==> src/pkg/ser_map.svh <==
// bit positions, widths and reset values of the status and event registers
`ifndef SER_MAP_SVH
`define SER_MAP_SVH

// ==========================================================
// register widths
`define SER_REG_W 8
`define SER_CMD_W 4

// ==========================================================
// status byte fields
`define SER_STB_REQ_BIT 6
`define SER_STB_SUM_BIT 5
`define SER_STB_MSG_BIT 4
`define SER_STB_USED_MASK 8'h70
`define SER_SRQ_SUM_MASK 8'hBF

// ==========================================================
// standard event status fields
`define SER_EVT_POWER_BIT 7
`define SER_EVT_USER_BIT 6
`define SER_EVT_CMD_BIT 5
`define SER_EVT_EXEC_BIT 4
`define SER_EVT_DEV_BIT 3
`define SER_EVT_QUERY_BIT 2
`define SER_EVT_CTRL_BIT 1
`define SER_EVT_DONE_BIT 0
`define SER_EVT_USED_MASK 8'hBD

// ==========================================================
// reset values
`define SER_STD_EVENT_RST 8'h00
`define SER_DEV_MASK_RST 8'h00
`define SER_ESUM_MASK_RST 8'h00
`define SER_SRQ_MASK_RST 8'h00
`define SER_BYTE_ZERO 8'h00

`endif

==> src/pkg/ser_pkg.sv <==
// types shared by the status and event reporting block
package ser_pkg;

  // ==========================================================
  // commands and queries from the message parser
  typedef enum logic [3:0] {
    SER_NOP,
    SER_SET_DEV_MASK,
    SER_QRY_DEV_MASK,
    SER_SET_ESUM_MASK,
    SER_QRY_ESUM_MASK,
    SER_SET_SRQ_MASK,
    SER_QRY_SRQ_MASK,
    SER_QRY_STATUS,
    SER_QRY_EVENTS
  } ser_cmd_t;

  // ==========================================================
  // serial poll tracking
  typedef enum logic [0:0] {
    SER_POLL_IDLE,
    SER_POLL_BUSY
  } ser_poll_t;

  // ==========================================================
  // carriers
  typedef struct packed {
    logic valid;
    ser_cmd_t cmd;
    logic [7:0] data;
  } ser_req_t;

  typedef struct packed {
    logic valid;
    logic [7:0] data;
  } ser_resp_t;

  typedef struct packed {
    logic power_on_event;
    logic user_request_event;
    logic command_error_event;
    logic execution_error_event;
    logic device_error_event;
    logic query_error_event;
    logic request_control_event;
    logic operation_complete_event;
  } ser_evt_t;

endpackage : ser_pkg

==> src/rtl/ser_core.sv <==
// status byte, standard event status and enable masks with service request
`timescale 1ns/1ns

`include "ser_map.svh"

module ser_core
  import ser_pkg::*;
(
  input wire logic sys_clk_i,
  input wire logic rst_n_i,
  input wire ser_req_t req_i,
  input wire ser_evt_t event_i,
  input wire logic msg_avail_i,
  input wire logic serial_poll_i,
  output ser_resp_t resp_o,
  output logic [7:0] status_byte_o,
  output logic [7:0] poll_byte_o,
  output logic srq_n_o,
  output logic evq_release_o
);

  // ==========================================================
  // registers and next values
  logic [7:0] std_event_r;
  logic [7:0] std_event_nxt;
  logic [7:0] dev_mask_r;
  logic [7:0] esum_mask_r;
  logic [7:0] srq_mask_r;
  logic pon_pending_r;
  logic rqs_r;
  logic rqs_nxt;
  logic summary_r;
  ser_poll_t poll_state_r;
  ser_poll_t poll_state_nxt;
  ser_resp_t resp_r;
  ser_resp_t resp_nxt;
  logic [7:0] status_byte_r;
  logic [7:0] poll_byte_r;
  logic srq_n_r;
  logic evq_release_r;

  // ==========================================================
  // decoded strobes
  logic set_dev;
  logic set_esum;
  logic set_srq;
  logic qry_events;
  logic poll_end;
  logic [7:0] evt_raw;
  logic [7:0] evt_used;
  logic [7:0] evt_gated;
  logic evt_sum;
  logic msg_flag;
  logic [7:0] stb_plain;
  logic [7:0] stb_enabled;
  logic summary;
  logic summary_rise;

  assign set_dev = req_i.valid && (req_i.cmd == SER_SET_DEV_MASK);
  assign set_esum = req_i.valid && (req_i.cmd == SER_SET_ESUM_MASK);
  assign set_srq = req_i.valid && (req_i.cmd == SER_SET_SRQ_MASK);
  assign qry_events = req_i.valid && (req_i.cmd == SER_QRY_EVENTS);

  // ==========================================================
  // event sources
  assign evt_raw = {event_i.power_on_event || pon_pending_r,
    event_i[6:0]};

  // unused sources are cut off before the mask
  assign evt_used = evt_raw & `SER_EVT_USED_MASK;

  // ==========================================================
  // per-bit event latch
  genvar gi;
  generate
    for (gi = 0; gi < `SER_REG_W; gi = gi + 1)
    begin : g_evt
      // an event passes only when its device enable bit is set
      assign evt_gated[gi] = evt_used[gi] && dev_mask_r[gi];

      // set wins over the clear of the event status query
      assign std_event_nxt[gi] = evt_gated[gi] ||
        (std_event_r[gi] && !qry_events);
    end
  endgenerate

  // ==========================================================
  // power-on event, one shot after reset release
  always_ff @(posedge sys_clk_i or negedge rst_n_i)
  begin
    if (!rst_n_i)
    begin
      pon_pending_r <= 1'b1;
    end
    else
    begin
      pon_pending_r <= 1'b0;
    end
  end

  // ==========================================================
  // standard event status register
  always_ff @(posedge sys_clk_i or negedge rst_n_i)
  begin
    if (!rst_n_i)
    begin
      std_event_r <= `SER_STD_EVENT_RST;
    end
    else
    begin
      std_event_r <= std_event_nxt;
    end
  end

  // ==========================================================
  // enable masks
  always_ff @(posedge sys_clk_i or negedge rst_n_i)
  begin
    if (!rst_n_i)
    begin
      dev_mask_r <= `SER_DEV_MASK_RST;
    end
    else if (set_dev)
    begin
      dev_mask_r <= req_i.data;
    end
  end

  always_ff @(posedge sys_clk_i or negedge rst_n_i)
  begin
    if (!rst_n_i)
    begin
      esum_mask_r <= `SER_ESUM_MASK_RST;
    end
    else if (set_esum)
    begin
      esum_mask_r <= req_i.data;
    end
  end

  // stored as written; bit 6 is left out of the summary below
  always_ff @(posedge sys_clk_i or negedge rst_n_i)
  begin
    if (!rst_n_i)
    begin
      srq_mask_r <= `SER_SRQ_MASK_RST;
    end
    else if (set_srq)
    begin
      srq_mask_r <= req_i.data;
    end
  end

  // ==========================================================
  // status byte and summaries
  assign evt_sum = |(std_event_r & esum_mask_r);
  assign msg_flag = msg_avail_i;

  always_comb
  begin
    stb_plain = `SER_BYTE_ZERO;
    stb_plain[`SER_STB_SUM_BIT] = evt_sum;
    stb_plain[`SER_STB_MSG_BIT] = msg_flag;
  end

  // request bit never feeds its own summary
  assign stb_enabled = stb_plain & srq_mask_r & `SER_SRQ_SUM_MASK;

  assign summary = |stb_enabled;
  assign summary_rise = summary && !summary_r;

  always_ff @(posedge sys_clk_i or negedge rst_n_i)
  begin
    if (!rst_n_i)
    begin
      summary_r <= 1'b0;
    end
    else
    begin
      summary_r <= summary;
    end
  end

  // ==========================================================
  // serial poll tracking
  always_comb
  begin
    poll_state_nxt = poll_state_r;
    case (poll_state_r)
      SER_POLL_IDLE:
        if (serial_poll_i)
          poll_state_nxt = SER_POLL_BUSY;
      SER_POLL_BUSY:
        if (!serial_poll_i)
          poll_state_nxt = SER_POLL_IDLE;
      default:
        poll_state_nxt = SER_POLL_IDLE;
    endcase
  end

  assign poll_end = (poll_state_r == SER_POLL_BUSY) && !serial_poll_i;

  always_ff @(posedge sys_clk_i or negedge rst_n_i)
  begin
    if (!rst_n_i)
    begin
      poll_state_r <= SER_POLL_IDLE;
    end
    else
    begin
      poll_state_r <= poll_state_nxt;
    end
  end

  // ==========================================================
  // request service flag
  // a new rise wins over the poll-end clear
  assign rqs_nxt = summary_rise || (rqs_r && !poll_end);

  always_ff @(posedge sys_clk_i or negedge rst_n_i)
  begin
    if (!rst_n_i)
    begin
      rqs_r <= 1'b0;
    end
    else
    begin
      rqs_r <= rqs_nxt;
    end
  end

  // ==========================================================
  // query answers
  always_comb
  begin
    resp_nxt.valid = 1'b0;
    resp_nxt.data = `SER_BYTE_ZERO;
    if (req_i.valid)
    begin
      case (req_i.cmd)
        SER_QRY_DEV_MASK:
        begin
          resp_nxt.valid = 1'b1;
          resp_nxt.data = dev_mask_r;
        end
        SER_QRY_ESUM_MASK:
        begin
          resp_nxt.valid = 1'b1;
          resp_nxt.data = esum_mask_r;
        end
        SER_QRY_SRQ_MASK:
        begin
          resp_nxt.valid = 1'b1;
          resp_nxt.data = srq_mask_r;
        end
        SER_QRY_STATUS:
        begin
          resp_nxt.valid = 1'b1;
          resp_nxt.data = stb_plain;
          resp_nxt.data[`SER_STB_REQ_BIT] = summary;
        end
        SER_QRY_EVENTS:
        begin
          resp_nxt.valid = 1'b1;
          resp_nxt.data = std_event_r;
        end
        default:
          resp_nxt.valid = 1'b0;
      endcase
    end
  end

  always_ff @(posedge sys_clk_i or negedge rst_n_i)
  begin
    if (!rst_n_i)
    begin
      resp_r <= '0;
    end
    else
    begin
      resp_r <= resp_nxt;
    end
  end

  // ==========================================================
  // event queue release
  always_ff @(posedge sys_clk_i or negedge rst_n_i)
  begin
    if (!rst_n_i)
    begin
      evq_release_r <= 1'b0;
    end
    else
    begin
      evq_release_r <= qry_events;
    end
  end

  // ==========================================================
  // pin-side outputs
  always_ff @(posedge sys_clk_i or negedge rst_n_i)
  begin
    if (!rst_n_i)
    begin
      srq_n_r <= 1'b1;
    end
    else
    begin
      srq_n_r <= !rqs_nxt;
    end
  end

  always_ff @(posedge sys_clk_i or negedge rst_n_i)
  begin
    if (!rst_n_i)
    begin
      poll_byte_r <= `SER_BYTE_ZERO;
    end
    else
    begin
      poll_byte_r <= stb_plain;
      poll_byte_r[`SER_STB_REQ_BIT] <= rqs_nxt;
    end
  end

  always_ff @(posedge sys_clk_i or negedge rst_n_i)
  begin
    if (!rst_n_i)
    begin
      status_byte_r <= `SER_BYTE_ZERO;
    end
    else
    begin
      status_byte_r <= stb_plain;
      status_byte_r[`SER_STB_REQ_BIT] <= summary;
    end
  end

  assign resp_o = resp_r;
  assign status_byte_o = status_byte_r;
  assign poll_byte_o = poll_byte_r;
  assign srq_n_o = srq_n_r;
  assign evq_release_o = evq_release_r;

endmodule : ser_core

==> config.mk <==
export PLATFORM = sky130hd
export DESIGN_NAME = ser_core
export DESIGN_NICKNAME = d
export VERILOG_FILES = /design/src/pkg/ser_pkg.sv /design/src/rtl/ser_core.sv
export VERILOG_INCLUDE_DIRS = /design/src /design/src/pkg
export SDC_FILE = /design/constraint.sdc
export NUM_CORES = 1
export LEC_CHECK = 0
export ABC_AREA = 1
export BUFFER_PORTS_ARGS = -buffer_cell sky130_fd_sc_hd__buf_4
export CAP_MARGIN = 20
export CELL_PAD_IN_SITES_DETAIL_PLACEMENT = 0
export CELL_PAD_IN_SITES_GLOBAL_PLACEMENT = 2
export CORE_AREA = 4 4 86 88
export DETAILED_ROUTE_END_ITERATION = 8
export DIE_AREA = 0 0 90 92
export PLACE_DENSITY = 0.92
export SYNTH_ARGS = -nofsm -noshare
export SYNTH_HDL_FRONTEND = slang
export SYNTH_SLANG_ARGS = --single-unit
==> constraint.sdc <==
create_clock -name sys_clk_i -period 2.6 [get_ports sys_clk_i]
set_input_delay 0 -clock sys_clk_i [delete_from_list [all_inputs] [get_ports sys_clk_i]]
set_output_delay 0 -clock sys_clk_i [all_outputs]
set_load 0.005 [all_outputs]
Word level (Yosys, flattened, before mapping)
Cells that the tools add are included.
{ "word_totals": {"wordCells": 65, "input_bits": 25, "regBits": 53, "out_inout_bits": 27} }
{ "classes": {"muxes": 4, "n_eq_ne": 8, "reduce_logical": 37, "n_bitwise": 2} }
{ "op_table": {"columns": ["op", "n"], "rows": [
  ["$pmux 8 s5", 1],
  ["$logic_and 1x1->1", 21],
  ["$eq 4x3->1 const B", 4],
  ["$mux 9", 1],
  ["$and 6x8->8", 1],
  ["$and 8x8->8", 1],
  ["$eq 4x2->1 const B", 2],
  ["$logic_or 1x1->1", 8],
  ["$reduce_or 8->1", 1],
  ["$reduce_or 7->1", 1],
  ["$logic_not 1->1", 5],
  ["$reduce_or 5->1", 1],
  ["$eq 4x1->1 const B", 1],
  ["$eq 4x4->1 const B", 1],
  ["$mux 1", 2]
]} }

Depth between registers and ports, before layout
Gate-level depths: netlist of run 1.
{ "logic_depth": {"word_depth": 7, "ltp_mapped": 9} }

Least setup slack after synthesis of run 1
OpenSTA, ideal clock, no wires.
{ "synth_timing": {"path_type": "register to register", "startpoint": "register std_event_r[2]", "endpoint": "register poll_byte_r[6] (netlist: poll_byte_o[6])", "t_required_ps": 2474, "stages_incl_launch_ff": 9, "setup_slack_ps": 1623, "arrival_time_ps": 851, "cell_sequence": "dfrtp_1 -> nand2_1 -> nand2_1 -> nor2_1 -> nand2_1 -> nand2_1 -> nand2_1 -> nand2_1 -> nand2_1"} }
{ "synth_between": {"elab_chain_len": 6} }
{ "synth_rtl": {"columns": ["element", "line", "text"], "rows": [
  ["start, declared", "ser_core.sv:24", "logic [7:0] std_event_r;"],
  ["start signal, assigned", "ser_core.sv:107", "std_event_r <= `SER_STD_EVENT_RST;"],
  ["start signal, assigned", "ser_core.sv:111", "std_event_r <= std_event_nxt;"],
  ["$and 8x8->8", "ser_core.sv:156", "assign evt_sum = |(std_event_r & esum_mask_r);"],
  ["$reduce_or 8->1", "ser_core.sv:156", null],
  ["named net evt_sum", "ser_core.sv:52", "logic evt_sum;"],
  ["$and 6x8->8", "ser_core.sv:167", "assign stb_enabled = stb_plain & srq_mask_r & `SER_SRQ_SUM_MASK;"],
  ["$reduce_or 7->1", "ser_core.sv:169", "assign summary = |stb_enabled;"],
  ["named net summary", "ser_core.sv:56", "logic summary;"],
  ["$logic_and 1x1->1", "ser_core.sv:170", "assign summary_rise = summary && !summary_r;"],
  ["$logic_or 1x1->1", "ser_core.sv:218", "assign rqs_nxt = summary_rise || (rqs_r && !poll_end);"],
  ["named net rqs_nxt", "ser_core.sv:31", "logic rqs_nxt;"],
  ["end signal, assigned", "ser_core.sv:317", "poll_byte_r <= `SER_BYTE_ZERO;"],
  ["end signal, assigned", "ser_core.sv:321", "poll_byte_r <= stb_plain;"],
  ["end signal, assigned by index", "ser_core.sv:322", "poll_byte_r[`SER_STB_REQ_BIT] <= rqs_nxt;"],
  ["end, declared", "ser_core.sv:38", "logic [7:0] poll_byte_r;"]
]} }
The timed path passes the listed nets, and every way through them passes these cells.
A chain may end at the register's enable or synchronous reset.

Final worst setup path of run 1
{ "layout_timing": {"startpoint": "input port req_i[10] (netlist bit)", "endpoint": "register esum_mask_r[5]"} }
{ "layout_between": {"elab_chain_len": 2} }
{ "layout_rtl": {"columns": ["element", "line", "text"], "rows": [
  ["start, declared", "ser_core.sv:11", "input wire ser_req_t req_i,"],
  ["$eq 4x2->1", "ser_core.sv:60", "assign set_esum = req_i.valid && (req_i.cmd == SER_SET_ESUM_MASK);"],
  ["$logic_and 1x1->1", "ser_core.sv:60", null],
  ["end signal, assigned", "ser_core.sv:133", "esum_mask_r <= `SER_ESUM_MASK_RST;"],
  ["end signal, assigned", "ser_core.sv:137", "esum_mask_r <= req_i.data;"],
  ["end, declared", "ser_core.sv:27", "logic [7:0] esum_mask_r;"]
]} }
No other way between the ends.

==> results of run 1 <==
area by class of cell:
cell class                      count  area share, %
Clock buffer                        7          3.078
Clock inverter                      1          1.070
Inverter                           31          4.148
Multi-Input combinational cell    163          27.30
Sequential cell                    49          43.80
Tap cell                           80          3.568
Timing Repair Buffer               58          17.04
worst paths after layout:
check	start	endpoint	slack (ps)	cells after the start
min reg2reg	dev_mask_r[6]	dev_mask_r[6]	500	2
max in group asynchronous	rst_n_i	esum_mask_r[6]	1940	2
min	req_i[10]	resp_o[2]	50	4
min in group asynchronous	rst_n_i	dev_mask_r[7]	260	2
max reg2reg	esum_mask_r[0]	poll_byte_o[6]	1450	8
max	req_i[10]	esum_mask_r[5]	1370	5
cell families after synthesis:
family | synth area share [%]
and+or+nand+nor | 20.79
buffers and inverters | 11.64
AOI/OAI and AO/OA | 11.92
DFF | 55.48
other | 0.1693
routing by layer:
layer	up-vias	share of wire, %	track usage (%)
met3	12	6.2	3.692
met5	-	0	0
met4	0	2.3	4.719
li1	882	-	-
met2	54	47	21.47
met1	794	45	16.09
report_power, final:
group	switching [W]	internal, W	total (W)
clock network	0.000245	0.000314	0.000559
registers	0.0000733	0.000902	0.000975
logic	0.000182	0.000167	0.000349
state kept, by name, indices dropped and copies added (netlist names), 3 cells and up:
register,count
srq_mask_r,8
resp_o,9
dev_mask_r,8
status_byte_o,3
esum_mask_r,8
std_event_r,8
cells in the mapped netlist:
| cell | count |
|---|---|
| nor2_2 | 1 |
| nor3_1 | 1 |
| nand2_2 | 4 |
| a41oi_1 | 1 |
| conb_1 | 1 |
| o21ai_0 | 26 |
| o21ai_2 | 2 |
| a21oi_1 | 9 |
| inv_2 | 4 |
| nand2_1 | 63 |
| nor2_4 | 3 |
| nand3_1 | 13 |
| buf_4 | 16 |
| dfstp_2 | 2 |
| nand3_2 | 1 |
| dfrtp_1 | 47 |
| buf_6 | 1 |
| buf_2 | 2 |
| o21ai_1 | 9 |
| inv_1 | 27 |
| nor2_1 | 15 |
| nor3_4 | 1 |
| nand4_1 | 1 |
| a22o_1 | 1 |
| o221ai_1 | 1 |
stage by stage:
step	cells	total power (W)	utilization [%]	instance area, µm²	hold slack (ps)
after floorplan	262	0.001193	-	2252	-295.6
after global placement	364	0.001316	37.91	2519	53.17
after detailed placement	364	0.001326	37.91	2519	59.21
after CTS	389	0.001903	42.22	2805	48.70
after global routing	389	0.002014	42.22	2805	46.14
final	389	0.001883	42.22	2805	48.03
timing repair:
action	CTS	global route
hold buffers	17	0
endpoints found under the hold margin	77	0
gates resized for setup	0	0
layout by cell type, fill, tap and decap left out, types with 6 or more instances in the layout:
cell / n
clkbuf_8: 6
nor2_1: 15
nand2_1: 63
dfrtp_1: 47
conb_1: 11
dlygate4sd3_1: 17
inv_1: 27
nand3_1: 13
o21ai_1: 9
o21ai_0: 26
a21oi_1: 9
buf_4: 41
critical path, delay by kind of cell:
family / cells / cell delay [ps]
and+or+nand+nor: 2 / 670
AOI/OAI and AO/OA: 1 / 420
buffers and inverters: 2 / 340
==> summary.md, run 1 <==
| Metric | Value |
|---|---|
| Critical path arrival | `roughly 1400 ps` |
| Avg Cell Area, Syn | `8.788 µm²` |
| Status | `finished, final reports clean` |
| RSZ-0062 raised after global routing | `false` |
| WL per Instance | `12.90 µm` |
| Pin count of the biggest net entering global routing | `50` |
| First-iteration detailed-routing DRC count | `88` |
| Die Wd | `90 µm` |
| Power Density | `671.4 nW/µm²` |
| CTS buffer count | `5` |
| Setup TNS | `0 ps` |
| Depth of the CTS H-tree | `2` |
| Total grt overflow | `0` |
| Root Driver | `clkbuf_8` |
| HP Class | `input port to flip-flop` |
| Initial Utilization | `33.33%` |
| Port Buffers | `39` |
| Startpoint types | `input port` |
| Peak Freq | `809.8 MHz` |
| Global-route wire length before repair | `8590 µm` |
| Diode count | `0` |
| Maximum vdd drop | `194.3 µV` |
| Crit path kind | `input port to flip-flop` |
| Top cells by area in the synthesized netlist | `dfrtp_1, nand2_1, o21ai_0` |
| Final WL | `5019 µm` |
| Setup bufs post-CTS | `0` |
| CP required | `2790 ps` |
| Synth Cell Area | `2215 µm²` |
| Drt pass-1 iters | `4` |
| # clock sinks | `49` |
| Worst-Margin Slew | `719.6 ps` |
| # Max-Cap Violations | `0` |
| Yosys top cell area share | `53.11%` |
| Vias per cell | `4.478` |
| Worst Skew | `5.669 ps` |
| Leak | `about 1.4 nW` |
| Gp weighted congestion | `0.7772` |
| Vias in the first global route | `~1,800` |
| Area Overhead vs Synth | `26.67%` |
| Worst-path cell chain | `buf_4 -> nor2_1 -> buf_4 -> nand4_1 -> o21ai_0` |
| Pre-CTS setup slack | `1099 ps` |
| Clk buf depth | `2` |
| Crit. End Element | `flip-flop` |
| Site row count | `30` |
| Synth cell types | `25` |
| Final ANT Viol Nets | `0` |
| Final Net Count | `between 300 and 400` |
| Multi-input gate area | `765.7 µm²` |
| Fin crit share | `47.50%` |
| Synthesized flop and latch total | `49` |
| Endpoints failing hold | `0` |
| Via count | `1,742` |
| Worst-Skew Late Latency | `300 ps` |
| Mapped Cells | `roughly 250` |
| Max FO, Critical Path | `16` |
| Initial antenna violation count | `0` |
| Layout cell share with drive strength beyond 1 | `between 20% and 30%` |
| Core region area | `approximately 6600 µm²` |
| FF+latch area | `1229 µm²` |
| DRC | `0` |
| Pins over their slew limit | `0` |
| CP dominant cell by count | `buf_4` |
| Endpoints failing setup | `0` |
| Final Worst Setup Slack | `1365 ps` |
| Fin crit period | `1235 ps` |
| Sequential area share after synthesis | `55.48%` |
| CTS tree | `yes` |
| Slew margin rel. | `51.87%` |
| Yosys top cell by area | `dfrtp_1` |
| Ys Warns | `0` |
| Crit path max-delay cell type | `nand4_1` |
| Clock transition at the registers of the reported paths | `90 ps` |
| Die Height | `92 µm` |
| Die Footprint | `8280 µm²` |
| Final HPWL DP | `~3500 µm` |
| GRT Overall Usage | `12.94%` |
| Fillers | `~700` |
| # IOs | `52` |
| Slowest stage delay, CP | `570 ps` |
Note: power is estimated with default switching activity, not from simulation.
==> run 2, diff against run 1 <==
--- a/config.mk
+++ b/config.mk
@@ -11,10 +11,10 @@
 export CAP_MARGIN = 20
 export CELL_PAD_IN_SITES_DETAIL_PLACEMENT = 0
 export CELL_PAD_IN_SITES_GLOBAL_PLACEMENT = 2
-export CORE_AREA = 4 4 86 88
+export CORE_AREA = 4 4 94 96
 export DETAILED_ROUTE_END_ITERATION = 8
-export DIE_AREA = 0 0 90 92
-export PLACE_DENSITY = 0.92
+export DIE_AREA = 0 0 98 100
+export PLACE_DENSITY = 0.83
 export SYNTH_ARGS = -nofsm -noshare
 export SYNTH_HDL_FRONTEND = slang
 export SYNTH_SLANG_ARGS = --single-unit
==> constraint.sdc (replaced) <==
create_clock -name sys_clk_i -period 1.11 [get_ports sys_clk_i]
set_input_delay 0 -clock sys_clk_i [delete_from_list [all_inputs] [get_ports sys_clk_i]]
set_output_delay 0 -clock sys_clk_i [all_outputs]
set_load 0.005 [all_outputs]
==> run 2 against run 1 <==
  * Count of clock-buffer cells in the layout fell by 1
  * Sequential power rose by 130%
  * Clock skew rose by 0.84 ps
  * Via count rose by 5.5%
  * Utilization fell by 4.8 points
  * Combinational power rose to 2.8 times the previous value
  * Critical path depth rose by 3
  * Cell count rose by 13%
  * Critical path type is now flip-flop to flip-flop
  * Largest cell class unchanged
==> summary.md, run 2 (synthesis gave the netlist of run 1 again) <==
| Metric | Value |
|---|---|
| Core region area | `~8000 µm²` |
| Power Density | `1414 nW/µm²` |
| Area Overhead vs Synth | `36.21%` |
| Pins over their slew limit | `0` |
| Gp weighted congestion | `0.7711` |
| Startpoint types | `flip-flop` |
| Most common cell after layout, fill and taps aside | `buf_4` |
| Vias in the first global route | `1,864` |
| First-iteration detailed-routing DRC count | `68` |
| Multi-input gate area | `between 700 and 800 µm²` |
| Initial antenna violation count | `0` |
| Clk buf depth | `2` |
| Die Height | `100 µm` |
| Final Net Count | `357` |
| Final WL | `5349 µm` |
| Port Buffers | `39` |
| Total grt overflow | `0` |
| CTS tree | `yes` |
| Crit path to | `resp_o[6]` |
| Fillers | `about 830` |
| Critical path arrival | `between 1000 and 1500 ps` |
| Worst hold slack | `31.12 ps` |
| Worst Skew | `6.510 ps` |
| Global-route wire length before repair | `9025 µm` |
| Fin crit share | `98.01%` |
| Reg2Reg Setup Slack | `approximately 22 ps` |
| Site row count | `33` |
| Die Wd | `98 µm` |
| # Max-Cap Violations | `0` |
| Comb power frac | `22.6%` |
| Endpoints failing setup | `0` |
| Depth of the CTS H-tree | `2` |
| Switching Share | `28.44%` |
| DRC | `0` |
| GRT Overall Usage | `a little under an eighth` |
| CP required | `1310 ps` |
| Net Sw Power | `0.001213 W` |
| CP startpoint | `std_event_r[1]` |
| Vias per cell | `4.194` |
| Part of the power in the clock network | `24.0%` |
| R2R depth | `8` |
| Drt pass-1 iters | `4` |
| Peak Freq | `919.2 MHz` |
| Crit path kind | `flip-flop to flip-flop` |
| Final cell count without fillers | `438` |
| Clock transition at the registers of the reported paths | `90 ps` |
| Crit. End Element | `flip-flop` |
| Origin of the critical flop-to-flop path | `std_event_r[1]` |
| Fin crit period | `1088 ps` |
| Via count | `~1,800` |
| Maximum vdd drop | `454.7 µV` |
| Pin count of the biggest net entering global routing | `27` |
| Sequential power share | `53.4%` |
| Most frequent cells in the layout | `buf_4, nand2_1, dfrtp_1` |
| Worst-Skew Late Latency | `310 ps` |
| Root Driver | `clkbuf_8` |
| Endpoints failing hold | `0` |
| Max FO, Critical Path | `3` |
| Final HPWL DP | `between 3000 and 4000 µm` |
| Worst r2r dst | `resp_o[6]` |
| Layout cell share with drive strength beyond 1 | `between 20% and 30%` |
| Initial Utilization | `27.51%` |
| Final ANT Viol Nets | `0` |
| Max reg flops | `9` |
| FF+latch area | `1229 µm²` |
| Die Footprint | `9800 µm²` |
| Leak | `1.525 nW` |
| # IOs | `52` |
| Status | `finished, final reports clean` |
| RSZ-0062 raised after global routing | `true` |
| WL per Instance | `12.21 µm` |
| HP Class | `input port to flip-flop` |
| Placed insts | `411` |
| CTS buffer count | `5` |
| Internal power | `0.003052 W` |
| # clock sinks | `49` |
| Diode count | `0` |
run 2: cell types whose count changed in the layout (fill, tap and decap cells not counted):
cell,change
buf_4,+22
buf_12,+2
clkinv_2,+2
nand2_1,-2
nand2_2,+2
a21oi_1,-1
a21oi_2,+1
bufinv_16,-1
clkbuf_8,-1
run 2: worst min-delay path by stage:
| stage | from | to | cells after the start |
|---|---|---|---|
| floorplan | rst_n_i | dev_mask_r[0] | 0 |
| global placement | rst_n_i | dev_mask_r[7] | 1 |
| detailed placement | rst_n_i | dev_mask_r[7] | 1 |
| CTS | req_i[12] | resp_o[1] | 3 |
| global route | req_i[12] | resp_o[1] | 3 |
| finish | req_i[12] | resp_o[1] | 3 |
run 2: final cells by class:
type	instances	share of cell area, %
clock buffers	6	2.406
clock inverters	2	0.3318
inverters	31	3.857
multi-input cells	163	25.67
flip-flops and latches	49	40.73
well taps	105	4.355
repair buffers	82	22.65
run 2: per-layer routing:
metal	routed length, µm	vias up	GRT usage, %
met5	0	-	0
met4	68	0	3.408
met3	260	7	3.058
met2	2616	43	19.84
met1	2405	857	14.39
li1	-	930	-
run 2: power by group through the flow:
stage               clock network (W)  registers [W]  logic [W]
global placement                    0        0.00231   0.000890
floorplan                           0        0.00229   0.000507
detailed placement                  0        0.00232   0.000897
global route                  0.00112        0.00232    0.00111
CTS                           0.00105        0.00228   0.000951
finish                        0.00102        0.00228   0.000966
run 2: critical path, cell delays in order, from the launching register on:
cell and delay, ps:
dfrtp_1 390, nand2_1 80, nand2_1 50, nor2_1 120, nand2_1 90, nand2_1 80
nand2_2 60, nand2_1 70, a21oi_2 50
run 2: timing repair:
item / in CTS / in global routing
hold endpoints to repair: 83 / 0
setup endpoints to repair: 0 / 4
hold buffers: 17 / 0
setup buffers: 0 / 2
resized for setup: 0 / 3
run 2: per-stage QoR:
stage	instance area, µm²	utilization [%]	total power, W	setup TNS, ps	worst slack, ps
finish	3017	37.47	0.004265	0	22.11
CTS	2993	37.17	0.004283	0	15.77
global placement	2740	34.03	0.003198	0	29.17
floorplan	2252	-	0.002794	0	132.9
detailed placement	2740	34.03	0.003213	0	19.68
global route	3017	37.47	0.004560	-330.1	-94.16
==> run 3, diff against run 2 <==
--- a/config.mk
+++ b/config.mk
@@ -11,10 +11,11 @@
 export CAP_MARGIN = 20
 export CELL_PAD_IN_SITES_DETAIL_PLACEMENT = 0
 export CELL_PAD_IN_SITES_GLOBAL_PLACEMENT = 2
-export CORE_AREA = 4 4 94 96
+export CORE_AREA = 4 4 91 93
 export DETAILED_ROUTE_END_ITERATION = 8
-export DIE_AREA = 0 0 98 100
-export PLACE_DENSITY = 0.83
+export DIE_AREA = 0 0 95 97
+export PLACE_DENSITY = 0.84
+export SKIP_CTS_REPAIR_TIMING = 1
 export SYNTH_ARGS = -nofsm -noshare
 export SYNTH_HDL_FRONTEND = slang
 export SYNTH_SLANG_ARGS = --single-unit
==> constraint.sdc (replaced) <==
create_clock -name sys_clk_i -period 1.2 [get_ports sys_clk_i]
set_input_delay 0 -clock sys_clk_i [delete_from_list [all_inputs] [get_ports sys_clk_i]]
set_output_delay 0 -clock sys_clk_i [all_outputs]
set_load 0.005 [all_outputs]
==> run 3 against run 2 <==
  * Combinational power shrank 4.7%
  * Utilization increased by 2.7 points
  * Sequential share of layout area down 0.068 points
  * Fmax decreased by 2.3%
  * Total power hardly changed
  * Largest power group unchanged
==> summary.md, run 3 (synthesis gave the netlist of run 1 again) <==
| Metric | Value |
|---|---|
| Maximum vdd drop | `549.9 µV` |
| Diode count | `0` |
| Core region area | `around 7500 µm²` |
| Gp weighted congestion | `0.7913` |
| CTS buffer count | `5` |
| Vias per cell | `a little over 4` |
| Power Density | `around 1400 nW/µm²` |
| Clk buf depth | `2` |
| Via count | `1,784` |
| WL per Instance | `12.33 µm` |
| Most common cell after layout, fill and taps aside | `buf_4` |
| Startpoint types | `flip-flop` |
| # clock sinks | `between 40 and 50` |
| CTS tree | `yes` |
| Pin count of the biggest net entering global routing | `50` |
| # Max-Cap Violations | `0` |
| Site row count | `32` |
| Die Footprint | `9215 µm²` |
| Clock transition at the registers of the reported paths | `90 ps` |
| Final Net Count | `352` |
| Max reg flops | `9` |
| # IOs | `52` |
| GRT Overall Usage | `11.90%` |
| Peak Freq | `898.2 MHz` |
| Fin crit period | `1113 ps` |
| Die Wd | `95 µm` |
| Critical path arrival | `1300 ps` |
| Initial Utilization | `29.42%` |
| Global-route wire length before repair | `8438 µm` |
| Worst Skew | `a little under 8 ps` |
| Endpoints failing hold | `0` |
| Placed insts | `a little under 400` |
| Slew margin rel. | `58.92%` |
| CP required | `1380 ps` |
| Vias in the first global route | `1,733` |
| Die Height | `between 90 and 100 µm` |
| R2R depth | `8` |
| Most frequent cells in the layout | `buf_4, nand2_1, dfrtp_1` |
| Worst-Margin Slew | `~620 ps` |
| Leak | `~1.5 nW` |
| HP Class | `input port to flip-flop` |
| Root Driver | `clkbuf_8` |
| Final HPWL DP | `3676 µm` |
| Worst-Skew Late Latency | `300 ps` |
| Initial antenna violation count | `0` |
| Status | `finished, final reports clean` |
| Post-layout util | `40.14%` |
| Hold depth | `3` |
| Final Worst Setup Slack | `86.63 ps` |
| Depth of the CTS H-tree | `2` |
| First-iteration detailed-routing DRC count | `89` |
| DRC | `0` |
| Max FO, Critical Path | `3` |
| Layout cell share with drive strength beyond 1 | `28.66%` |
| Endpoints failing setup | `0` |
| Fin crit share | `92.78%` |
| Final WL | `around 5300 µm` |
| Pre-CTS setup slack | `53.18 ps` |
| Port Buffers | `39` |
| Crit path kind | `flip-flop to flip-flop` |
| Final ANT Viol Nets | `0` |
| Total grt overflow | `0` |
| Drt pass-1 iters | `4` |
| Crit. End Element | `flip-flop` |
| Pins over their slew limit | `0` |
| Final cell count without fillers | `430` |
| Area Overhead vs Synth | `36.44%` |
[run 3: changes by cell type in the layout (fill, tap and decap cells not counted), sizes merged]
cell      delta
buf          -5
bufinv       +1
clkinv       -2
clkinvlp     +1
[run 3: path summary, 6_finish.rpt]
check / start / endpoint / slack [ps]
max in group asynchronous: rst_n_i / poll_byte_o[6] / 530
hold reg to reg: dev_mask_r[6] / dev_mask_r[6] / 500
min in group asynchronous: rst_n_i / esum_mask_r[4] / 260
setup reg to reg: esum_mask_r[6] / poll_byte_o[6] / 90
setup / recovery: esum_mask_r[6] / poll_byte_o[6] / 90
hold / removal: req_i[12] / resp_o[6] / 100
[run 3: worst max-delay path, stage by stage (launching register included)]
cell     delay [ps]
dfrtp_1         410
nand2_1         100
nand2_2          70
nor2_4          100
nand2_2          80
nand2_2          70
nand2_2          50
nand2_1          60
nand2_1          60
[run 3: cell type report]
cell class | count | area, µm²
inverter | 31 | 116.4
clock inverter | 2 | 37.54
tap | 102 | 127.6
clock buffer | 6 | 82.58
fill | 793 | 4506
sequential | 49 | 1229
multi-input combinational | 163 | 795.8
timing repair buffer | 77 | 633.1
[run 3: routing by layer]
| layer | GRT usage, % | wire, µm | vias up |
|---|---|---|---|
| li1 | - | - | 921 |
| met1 | 14.83 | 2299 | 820 |
| met2 | 20.55 | 2712 | 38 |
| met3 | 2.411 | 242 | 5 |
| met4 | 3.330 | 46 | 0 |
| met5 | 0 | 0 | - |
[run 3: metrics by stage]
stage	power (W)	setup TNS (ps)	cell area, µm²	hold WS [ps]
floorplan	0.002584	0	2252	-295.6
global placement	0.002876	0	2626	60.11
detailed placement	0.002891	0	2626	61.74
CTS	0.004123	0	2746	-273.6
global route	0.004535	-2.298	3022	130.7
finish	0.004262	0	3022	104.1
[run 3: where the power goes]
| part | internal, W | switching [W] | total [W] |
|---|---|---|---|
| clock | 0.000678 | 0.000551 | 0.00123 |
| combinational | 0.000471 | 0.000450 | 0.000921 |
| sequential | 0.00195 | 0.000158 | 0.00211 |
